$ cat src/rtl/bma_pkg.sv
// package: constants and types for the bus mastership acquisition block
package bma_pkg;
  // synchroniser depth for pin inputs
  localparam int SYNC_STAGES = 3;
  // reset values of the pin drivers
  localparam logic RST_REQ_OE = 1'b0;
  localparam logic RST_ACK_OE = 1'b0;
  localparam logic RST_DIR_OE = 1'b0;
  localparam logic RST_INT_OE = 1'b0;
  // width of the interrupt source vector
  localparam int INT_SRC_W = 16;
  localparam logic [INT_SRC_W-1:0] RST_INT_SRC = 16'h0000;
  // arbitration states
  typedef enum logic [1:0] {
    BMA_IDLE,
    BMA_REQ,
    BMA_OWN
  } bma_state_t;
endpackage : bma_pkg

$ cat src/rtl/bma_top.sv
// bus mastership acquisition, direction and interrupt pin logic
// Contract
// - while owning the bus, direction pin is high for read, low for write
// - interrupt pin pulled low while any enabled pending source exists
// - masked pending sources never activate the interrupt pin
// - bus request pin pulled low in the 68000-style bus mode while the bus is needed and not yet owned
// - bus request pin released (not driven) when not requesting
// - ownership acknowledge driven low only after all checks pass
// - a grant must have been received before acknowledging
// - address strobe must be deasserted before acknowledging
// - both slave size acknowledges must be deasserted before acknowledging
// - ownership acknowledge line must be deasserted before acknowledging
// - address strobe fall marks valid address, rise marks end of cycle
`timescale 1ns/1ps
module bma_top
  import bma_pkg::*;
(
  // clock and reset
  input wire logic i_clk,
  input wire logic i_rst_b,
  // mode and transfer control from internal dma
  input wire logic i_bus_style_select,
  input wire logic i_xfer_need,
  input wire logic i_xfer_read,
  input wire logic i_xfer_done,
  // interrupt status and mask from internal registers
  input wire logic [bma_pkg::INT_SRC_W-1:0] i_int_status,
  input wire logic [bma_pkg::INT_SRC_W-1:0] i_int_mask,
  // arbitration pins
  input wire logic i_grant_in_n,
  input wire logic i_addr_valid_strobe_n,
  input wire logic i_slave_size_ack_lo_n,
  input wire logic i_slave_size_ack_hi_n,
  input wire logic i_ownership_ack_n,
  output logic o_bus_req_n,
  output logic o_bus_req_n_oe,
  output logic o_ownership_ack_n,
  output logic o_ownership_ack_n_oe,
  output logic o_mem_dir_strobe,
  output logic o_mem_dir_strobe_oe,
  // interrupt pin
  output logic o_int_n,
  output logic o_int_n_oe,
  // status
  output logic o_owner
);
  import bma_pkg::*;

  ////////////////////////////////////////////////////////////////////////////
  // pin synchronisers: three stages, change taken when stages two and three agree
  logic [3:0] pin_raw;
  logic [3:0] s1_q;
  logic [3:0] s2_q;
  logic [3:0] s3_q;
  logic [3:0] pin_q;
  assign pin_raw = {i_ownership_ack_n, i_slave_size_ack_hi_n,
                    i_slave_size_ack_lo_n, i_addr_valid_strobe_n};
  genvar gi;
  generate
    for (gi = 0; gi < 4; gi++)
    begin : g_sync
      always_ff @(posedge i_clk or negedge i_rst_b)
      begin
        if (!i_rst_b)
        begin
          s1_q[gi] <= 1'b1;
          s2_q[gi] <= 1'b1;
          s3_q[gi] <= 1'b1;
          pin_q[gi] <= 1'b1;
        end
        else
        begin
          s1_q[gi] <= pin_raw[gi];
          s2_q[gi] <= s1_q[gi];
          s3_q[gi] <= s2_q[gi];
          if (s2_q[gi] == s3_q[gi])
            pin_q[gi] <= s3_q[gi];
        end
      end
    end
  endgenerate

  logic grant_s1_q;
  logic grant_s2_q;
  logic grant_s3_q;
  logic grant_q;
  always_ff @(posedge i_clk or negedge i_rst_b)
  begin
    if (!i_rst_b)
    begin
      grant_s1_q <= 1'b1;
      grant_s2_q <= 1'b1;
      grant_s3_q <= 1'b1;
      grant_q <= 1'b1;
    end
    else
    begin
      grant_s1_q <= i_grant_in_n;
      grant_s2_q <= grant_s1_q;
      grant_s3_q <= grant_s2_q;
      if (grant_s2_q == grant_s3_q)
        grant_q <= grant_s3_q;
    end
  end

  logic as_free;
  logic slave_free;
  logic master_free;
  logic granted;
  assign as_free = pin_q[0];
  assign slave_free = pin_q[1] & pin_q[2];
  assign master_free = pin_q[3];
  assign granted = ~grant_q;

  ////////////////////////////////////////////////////////////////////////////
  // arbitration state machine, active only in the 68000-style bus mode
  bma_state_t state_q;
  bma_state_t state_d;
  logic take_bus;
  assign take_bus = granted & as_free & slave_free & master_free;

  always_comb
  begin
    state_d = state_q;
    case (state_q)
      BMA_IDLE:
        if (i_bus_style_select && i_xfer_need)
          state_d = BMA_REQ;
      BMA_REQ:
        if (!i_bus_style_select || !i_xfer_need)
          state_d = BMA_IDLE;
        else if (take_bus)
          state_d = BMA_OWN;
      BMA_OWN:
        if (i_xfer_done || !i_bus_style_select)
          state_d = BMA_IDLE;
      default:
        state_d = BMA_IDLE;
    endcase
  end

  always_ff @(posedge i_clk or negedge i_rst_b)
  begin
    if (!i_rst_b)
      state_q <= BMA_IDLE;
    else
      state_q <= state_d;
  end

  ////////////////////////////////////////////////////////////////////////////
  // pin drivers, registered from the next state
  always_ff @(posedge i_clk or negedge i_rst_b)
  begin
    if (!i_rst_b)
    begin
      o_bus_req_n <= 1'b1;
      o_bus_req_n_oe <= RST_REQ_OE;
      o_ownership_ack_n <= 1'b1;
      o_ownership_ack_n_oe <= RST_ACK_OE;
      o_mem_dir_strobe <= 1'b1;
      o_mem_dir_strobe_oe <= RST_DIR_OE;
      o_owner <= 1'b0;
    end
    else
    begin
      // open drain request and acknowledge: only ever drive low; direction pin driven both ways
      o_bus_req_n <= 1'b0;
      o_bus_req_n_oe <= (state_d == BMA_REQ);
      o_ownership_ack_n <= 1'b0;
      o_ownership_ack_n_oe <= (state_d == BMA_OWN);
      o_mem_dir_strobe <= i_xfer_read;
      o_mem_dir_strobe_oe <= (state_d == BMA_OWN);
      o_owner <= (state_d == BMA_OWN);
    end
  end

  ////////////////////////////////////////////////////////////////////////////
  // interrupt pin, open collector
  always_ff @(posedge i_clk or negedge i_rst_b)
  begin
    if (!i_rst_b)
    begin
      o_int_n <= 1'b1;
      o_int_n_oe <= RST_INT_OE;
    end
    else
    begin
      o_int_n <= 1'b0;
      o_int_n_oe <= |(i_int_status & i_int_mask);
    end
  end

  ////////////////////////////////////////////////////////////////////////////
  // assertions
  property p_dir_read;
    @(posedge i_clk) disable iff (!i_rst_b)
    o_mem_dir_strobe_oe |-> (o_mem_dir_strobe == $past(i_xfer_read));
  endproperty
  a_dir_read: assert property (p_dir_read) else $error("direction pin wrong");

  property p_int_on;
    @(posedge i_clk) disable iff (!i_rst_b)
    (|(i_int_status & i_int_mask)) |=> (o_int_n_oe && !o_int_n);
  endproperty
  a_int_on: assert property (p_int_on) else $error("interrupt not raised");

  property p_int_masked;
    @(posedge i_clk) disable iff (!i_rst_b)
    !(|(i_int_status & i_int_mask)) |=> !o_int_n_oe;
  endproperty
  a_int_masked: assert property (p_int_masked) else $error("masked interrupt raised");

  property p_req_low;
    @(posedge i_clk) disable iff (!i_rst_b)
    o_bus_req_n_oe |-> (!o_bus_req_n && !o_ownership_ack_n_oe);
  endproperty
  a_req_low: assert property (p_req_low) else $error("request pin wrong");

  // no need or mode off on one edge leaves the request line released after it
  property p_req_release;
    @(posedge i_clk) disable iff (!i_rst_b)
    $past(!i_xfer_need || !i_bus_style_select) |-> !o_bus_req_n_oe;
  endproperty
  a_req_release: assert property (p_req_release) else $error("request driven idle");

  property p_ack_checks;
    @(posedge i_clk) disable iff (!i_rst_b)
    $rose(o_ownership_ack_n_oe) |->
      $past(granted && as_free && slave_free && master_free);
  endproperty
  a_ack_checks: assert property (p_ack_checks) else $error("ack without checks");

  property p_ack_grant;
    @(posedge i_clk) disable iff (!i_rst_b)
    $rose(o_ownership_ack_n_oe) |-> $past(!grant_q);
  endproperty
  a_ack_grant: assert property (p_ack_grant) else $error("ack without grant");

  property p_ack_as;
    @(posedge i_clk) disable iff (!i_rst_b)
    $rose(o_ownership_ack_n_oe) |-> $past(pin_q[0]);
  endproperty
  a_ack_as: assert property (p_ack_as) else $error("ack while strobe busy");

  property p_ack_slave;
    @(posedge i_clk) disable iff (!i_rst_b)
    $rose(o_ownership_ack_n_oe) |-> $past(pin_q[1] && pin_q[2]);
  endproperty
  a_ack_slave: assert property (p_ack_slave) else $error("ack while slave busy");

  property p_ack_master;
    @(posedge i_clk) disable iff (!i_rst_b)
    $rose(o_ownership_ack_n_oe) |-> $past(pin_q[3]);
  endproperty
  a_ack_master: assert property (p_ack_master) else $error("ack while master busy");

  // leaving the mode, or finishing while owner, lets go of every owner pin
  property p_release;
    @(posedge i_clk) disable iff (!i_rst_b)
    $past(!i_bus_style_select || (i_xfer_done && o_owner)) |->
      (!o_owner && !o_mem_dir_strobe_oe && !o_ownership_ack_n_oe);
  endproperty
  a_release: assert property (p_release) else $error("pins driven not owner");

  c_own: cover property (@(posedge i_clk) disable iff (!i_rst_b) $rose(o_owner));
  c_wait: cover property (@(posedge i_clk) disable iff (!i_rst_b)
    (o_bus_req_n_oe && granted && !as_free));
  c_int: cover property (@(posedge i_clk) disable iff (!i_rst_b) $rose(o_int_n_oe));
  c_done: cover property (@(posedge i_clk) disable iff (!i_rst_b) $fell(o_owner));
endmodule : bma_top

$ cat config.mk
export PLATFORM = sky130hd
export DESIGN_NAME = bma_top
export DESIGN_NICKNAME = d
export VERILOG_FILES = /design/src/rtl/bma_pkg.sv /design/src/rtl/bma_top.sv
export SDC_FILE = /design/constraint.sdc
export NUM_CORES = 1
export LEC_CHECK = 0
export BUFFER_PORTS_ARGS = -buffer_cell sky130_fd_sc_hd__buf_4
export CORE_MARGIN = 2
export CORE_UTILIZATION = 31
export DETAILED_ROUTE_END_ITERATION = 12
export HOLD_SLACK_MARGIN = 0.1
export PLACE_DENSITY = 0.66
export SLEW_MARGIN = 10
export SYNTH_ARGS = -nofsm -noshare
export SYNTH_HDL_FRONTEND = slang
export SYNTH_SLANG_ARGS = --single-unit
$ cat constraint.sdc
create_clock -name i_clk -period 1.4 [get_ports i_clk]
set_input_delay 0 -clock i_clk [delete_from_list [all_inputs] [get_ports i_clk]]
set_output_delay 0 -clock i_clk [all_outputs]
set_load 0.005 [all_outputs]
# Word level (Yosys, flattened, before mapping)
# Index checks and enable logic that the tools add are counted.
totals:
  word_cells: 53
  register_bits: 27
classes:
  n_eq_ne: 9
  bitwise: 6
  n_mux: 5
  n_reduce_logical: 7
op_table:
  columns: ["op", "count"]
  rows:
  - ["16-bit AND", 1]
  - ["16-bit OR reduction", 1]
  - ["2-bit two-way mux", 4]
  - ["2-bit one-hot mux with 3 select lines", 1]
  - ["1-bit == test", 5]
  - ["1-bit AND", 4]
  - ["2-bit by 1-bit == test with 1-bit output (second input constant)", 2]
  - ["2-bit == test (second input constant)", 2]
  - ["1-bit logical NOT", 2]
  - ["2-bit logical NOT", 1]
  - ["1-bit logical OR", 2]
  - ["1-bit logical AND", 1]
  - ["1-bit NOT", 1]

# Longest topological paths before layout
depth:
  word_depth: 8
  mapped_depth: 3

# Worst setup path after synthesis
# No wires, ideal clock.
synth_path:
  path_kind: "register -> register"
  startpoint: "register pin_q[2]"
  endpoint: "register o_owner"
  arrival_time_ps: 1007
  path_buffers: 0
  path_slack_ps: 328
  path_stages_with_launch: 4
  t_required_ps: 1335
  setup_ps: 65
  cell_sequence: "dfstp_2 nand4b_4 nor4_4 o21a_1"
synth_between:
  elab_chain_cells: 7
synth_rtl:
  columns: ["item", "line", "source"]
  rows:
  - ["start, declared", "bma_top.sv:55", "logic [3:0] pin_q;"]
  - ["start signal, assigned by index", "bma_top.sv:77", "pin_q[gi] <= s3_q[gi];"]
  - ["1-bit AND", "bma_top.sv:111", "assign slave_free = pin_q[1] & pin_q[2];"]
  - ["1-bit AND (2 in a row)", "bma_top.sv:120", "assign take_bus = granted & as_free & slave_free & master_free;"]
  - ["2-bit two-way mux", "bma_top.sv:132", "else if (take_bus)"]
  - ["2-bit two-way mux", "bma_top.sv:130", "if (!i_bus_style_select || !i_xfer_need)"]
  - ["2-bit one-hot mux with 3 select lines", "bma_top.sv:125", "case (state_q)"]
  - ["2-bit == test", "bma_top.sv:173", "o_owner <= (state_d == BMA_OWN);"]
  - ["end signal, assigned", "bma_top.sv:173", null]
  - ["end, declared", "bma_top.sv:45", "output logic o_owner"]
# No other way between the ends.
# A chain may end at the register's enable or synchronous reset.

# Worst setup path in the final report
layout_path:
  startpoint: "input port i_int_status[2] in the netlist's numbering"
  endpoint: "register o_int_n_oe"
layout_between:
  elab_chain_cells: 2
layout_rtl:
  columns: ["item", "line", "source"]
  rows:
  - ["start, declared", "bma_top.sv:27", "input wire logic [bma_pkg::INT_SRC_W-1:0] i_int_status,"]
  - ["16-bit AND", "bma_top.sv:189", "o_int_n_oe <= |(i_int_status & i_int_mask);"]
  - ["16-bit OR reduction", "bma_top.sv:189", null]
  - ["end signal, assigned", "bma_top.sv:189", null]
  - ["end, declared", "bma_top.sv:43", "output logic o_int_n_oe,"]
# No other way between the ends.

==> results.json <==
{
  "post_cts.resized_instances": 0,
  "cts.sinks": 27,
  "netSwitchingPower_w": 0.000303,
  "antenna_found_initial": 0,
  "num_vias": 826,
  "syn_to_final_growth_pct": 88.0,
  "grt_use_total_pct": 15.6,
  "stdcell_area_mm2": 0.00180,
  "endpoint_kind": "flop",
  "hpwl_um": 1430,
  "synth_ff_type": "dfstp_2",
  "comb_power_share_pct": 18.4,
  "setup_tns_ns": 0,
  "rsz0062_at_grt": "no",
  "cts_tree": "done",
  "wl_um": 2710,
  "ys_seq_area_share_pct": 73.6,
  "yosysTopAreaCell": "dfstp_2",
  "postSynthAreaPerCell_um2": 16.8,
  "placed_cell_area_mm2": 0.00135,
  "drv_slew": 0,
  "ys_ff_latch": 27,
  "hold_violations": 0,
  "dieArea_mm2": 0.00354,
  "cts_buffers": 3,
  "arrival_ns": 1.37,
  "ys_async_sr_fraction_pct": 100,
  "syn_area_um2": 956,
  "fin_skew_ns": 0.0106,
  "grt_overflow_total": 0,
  "synth_top_area_share_pct": 60.5,
  "grt_pass1_vias": 924,
  "switching_share_pct": 20.8,
  "internal_power_w": 0.00115,
  "layout_commonest_cell": "buf_4",
  "dp_cells": 137,
  "n_antenna_cell": 0,
  "cp.required_ns": 1.58,
  "die_w_um": 59.5,
  "fin_cells": 183,
  "rows": 20,
  "post-route-min-period_ns": 1.19,
  "firstDrtPassIters": 3,
  "setup_viol": 0,
  "path_class": "input pin to flop",
  "ys_warn_count": 0,
  "period_share_pct": 85.0,
  "cts_max_level": 1,
  "routabilityCongestion": 0.706,
  "crit_chain": "dlygate4sd3_1 > buf_4 > a22o_1 > a221oi_1 > nand4_1",
  "clkPwrFrac_pct": 21.3,
  "hold_path_class": "input pin to async pin",
  "io_buffers": 51,
  "worst_path_largest_cell_delay_ns": 0.54,
  "slowest_stage": "dlygate4sd3_1",
  "root_buffer": "clkbuf_4",
  "cts_setup_buffers": 0,
  "final_cell_mix": "buf_4, dlygate4sd3_1, dfstp_2, maj3_1, dfrtp_1",
  "clockBufferDepth": 2,
  "power_leakage_nw": 0.810,
  "grt_first_pass_wirelength_um": 3970,
  "post_drt_wl_per_cell_um": 14.8,
  "reg2reg_from": "pin_q[2]$_DFFE_PN1N_",
  "viasPerCell": 4.51,
  "fill_cells": 239,
  "syn_inst": 57,
  "peakVddDrop_mv": 0.370,
  "initial_core_util_pct": 31.8,
  "max_freq_mhz": 841,
  "r2r_slack_ns": 0.22,
  "clk_pin_slew_ns": 0.13,
  "setup.worst_path.start": "i_int_status[2]",
  "insertion_delay_ns": 0.31,
  "power_frac_seq_pct": 60.3,
  "drc": 0,
  "ant_nets": 0,
  "outcome": "completed",
  "synth_cell_types": 16,
  "die_h_um": 59.5,
  "io_pins": 52,
  "core_area_mm2": 0.00300,
  "syn_nets": 100,
  "maxCapViolations": 0,
  "drt-initial-drc-count": 13,
  "layout-drive-gt1-share_pct": 52.0,
  "grt_max_degree": 28,
  "num-nets-final": 194,
  "netlist_top_cells_area": "dfstp_2, dfrtp_1, maj3_1",
  "power_density_mw_per_mm2": 810,
  "synth_edf_count": 0,
  "worstSetupStartpointType": "input pin",
  "path_max_fanout": 1
}
power groups by stage:
stage / Clock (W) / Combinational, W / Sequential, W
after floorplan: 0 / 0.0000451 / 0.000886
after detailed placement: 0 / 0.000166 / 0.000891
final: 0.000310 / 0.000267 / 0.000877
after global placement: 0 / 0.000161 / 0.000888
after CTS: 0.000338 / 0.000247 / 0.000879
after global routing: 0.000373 / 0.000287 / 0.000884
Yosys cell counts, drive strengths merged, types with 2 or more instances:
cell type and number:
nand2 2, nor3 2, dfstp 22, maj3 5, dfrtp 5, buf 4, a22o 4, o21a 2
a221oi 4
what timing repair did:
action / in CTS / in global routing
endpoints found under the setup margin: 0 / 1
hold buffers: 36 / 7
hold endpoints to repair: 38 / 1
cells by family after synthesis:
family / count (synthesis) / synth area share [%]
simple gates: 9 / 8.38
flops: 27 / 73.6
other cells: 1 / 0.392
buf+inv: 5 / 3.53
compound gates: 10 / 8.90
fa+ha+maj: 5 / 5.24
critical path, delay by kind of cell:
kind | cells | cell delay (ns)
buf+inv | 2 | 0.67
compound gates | 2 | 0.53
simple gates | 1 | 0.17
path summary, 6_finish.rpt:
check | to | depth (start not counted)
worst max register to register | state_q[1]$_DFF_PN0_ | 3
max in group asynchronous | s3_q[3]$_DFF_PN1_ | 2
min in group i_clk | grant_s1_q$_DFF_PN1_ | 2
worst min register to register | s2_q[1]$_DFF_PN1_ | 0
worst max-delay path | o_int_n_oe$_DFF_PN0_ | 5
worst min-delay path | o_bus_req_n_oe$_DFF_PN0_ | 2
registers in the layout (all words and copies together), names as in the netlist, 2 cells and up:
signal,flops
s2_q,4
pin_q,2
s1_q,4
s3_q,4
state_q,2
layout make-up:
cell class	count	area, um2	share of cell area [%]
repair buffers	93	803	44.7
flip-flops and latches	27	703	39.1
multi-input cells	25	219	12.2
well taps	33	41.3	2.30
clock buffers	4	26.3	1.46
inverters	1	3.75	0.209
stage by stage:
step           hold slack (ns)  total power (W)  utilization [%]  setup slack (ns)
6_report                 0.108          0.00145             59.8             0.210
5_1_grt                  0.102          0.00154             59.8             0.151
4_1_cts                  0.105          0.00146             57.8            0.0687
3_5_place_dp           -0.0785          0.00106             45.0             0.253
3_3_place_gp           -0.0851          0.00105             45.0             0.308
2_1_floorplan           -0.296         0.000931                -             0.328
per-layer routing:
| metal | track usage (%) | vias up | part of all wire [%] |
|---|---|---|---|
| met4 | 8.89 | 0 | 1.6 |
| met3 | 5.02 | 6 | 9.2 |
| met1 | 17.3 | 382 | 39 |
| met2 | 26.4 | 49 | 50 |
| met5 | 0 | - | 0 |
| li1 | - | 389 | - |
Note: power is estimated with default switching activity, not from simulation.
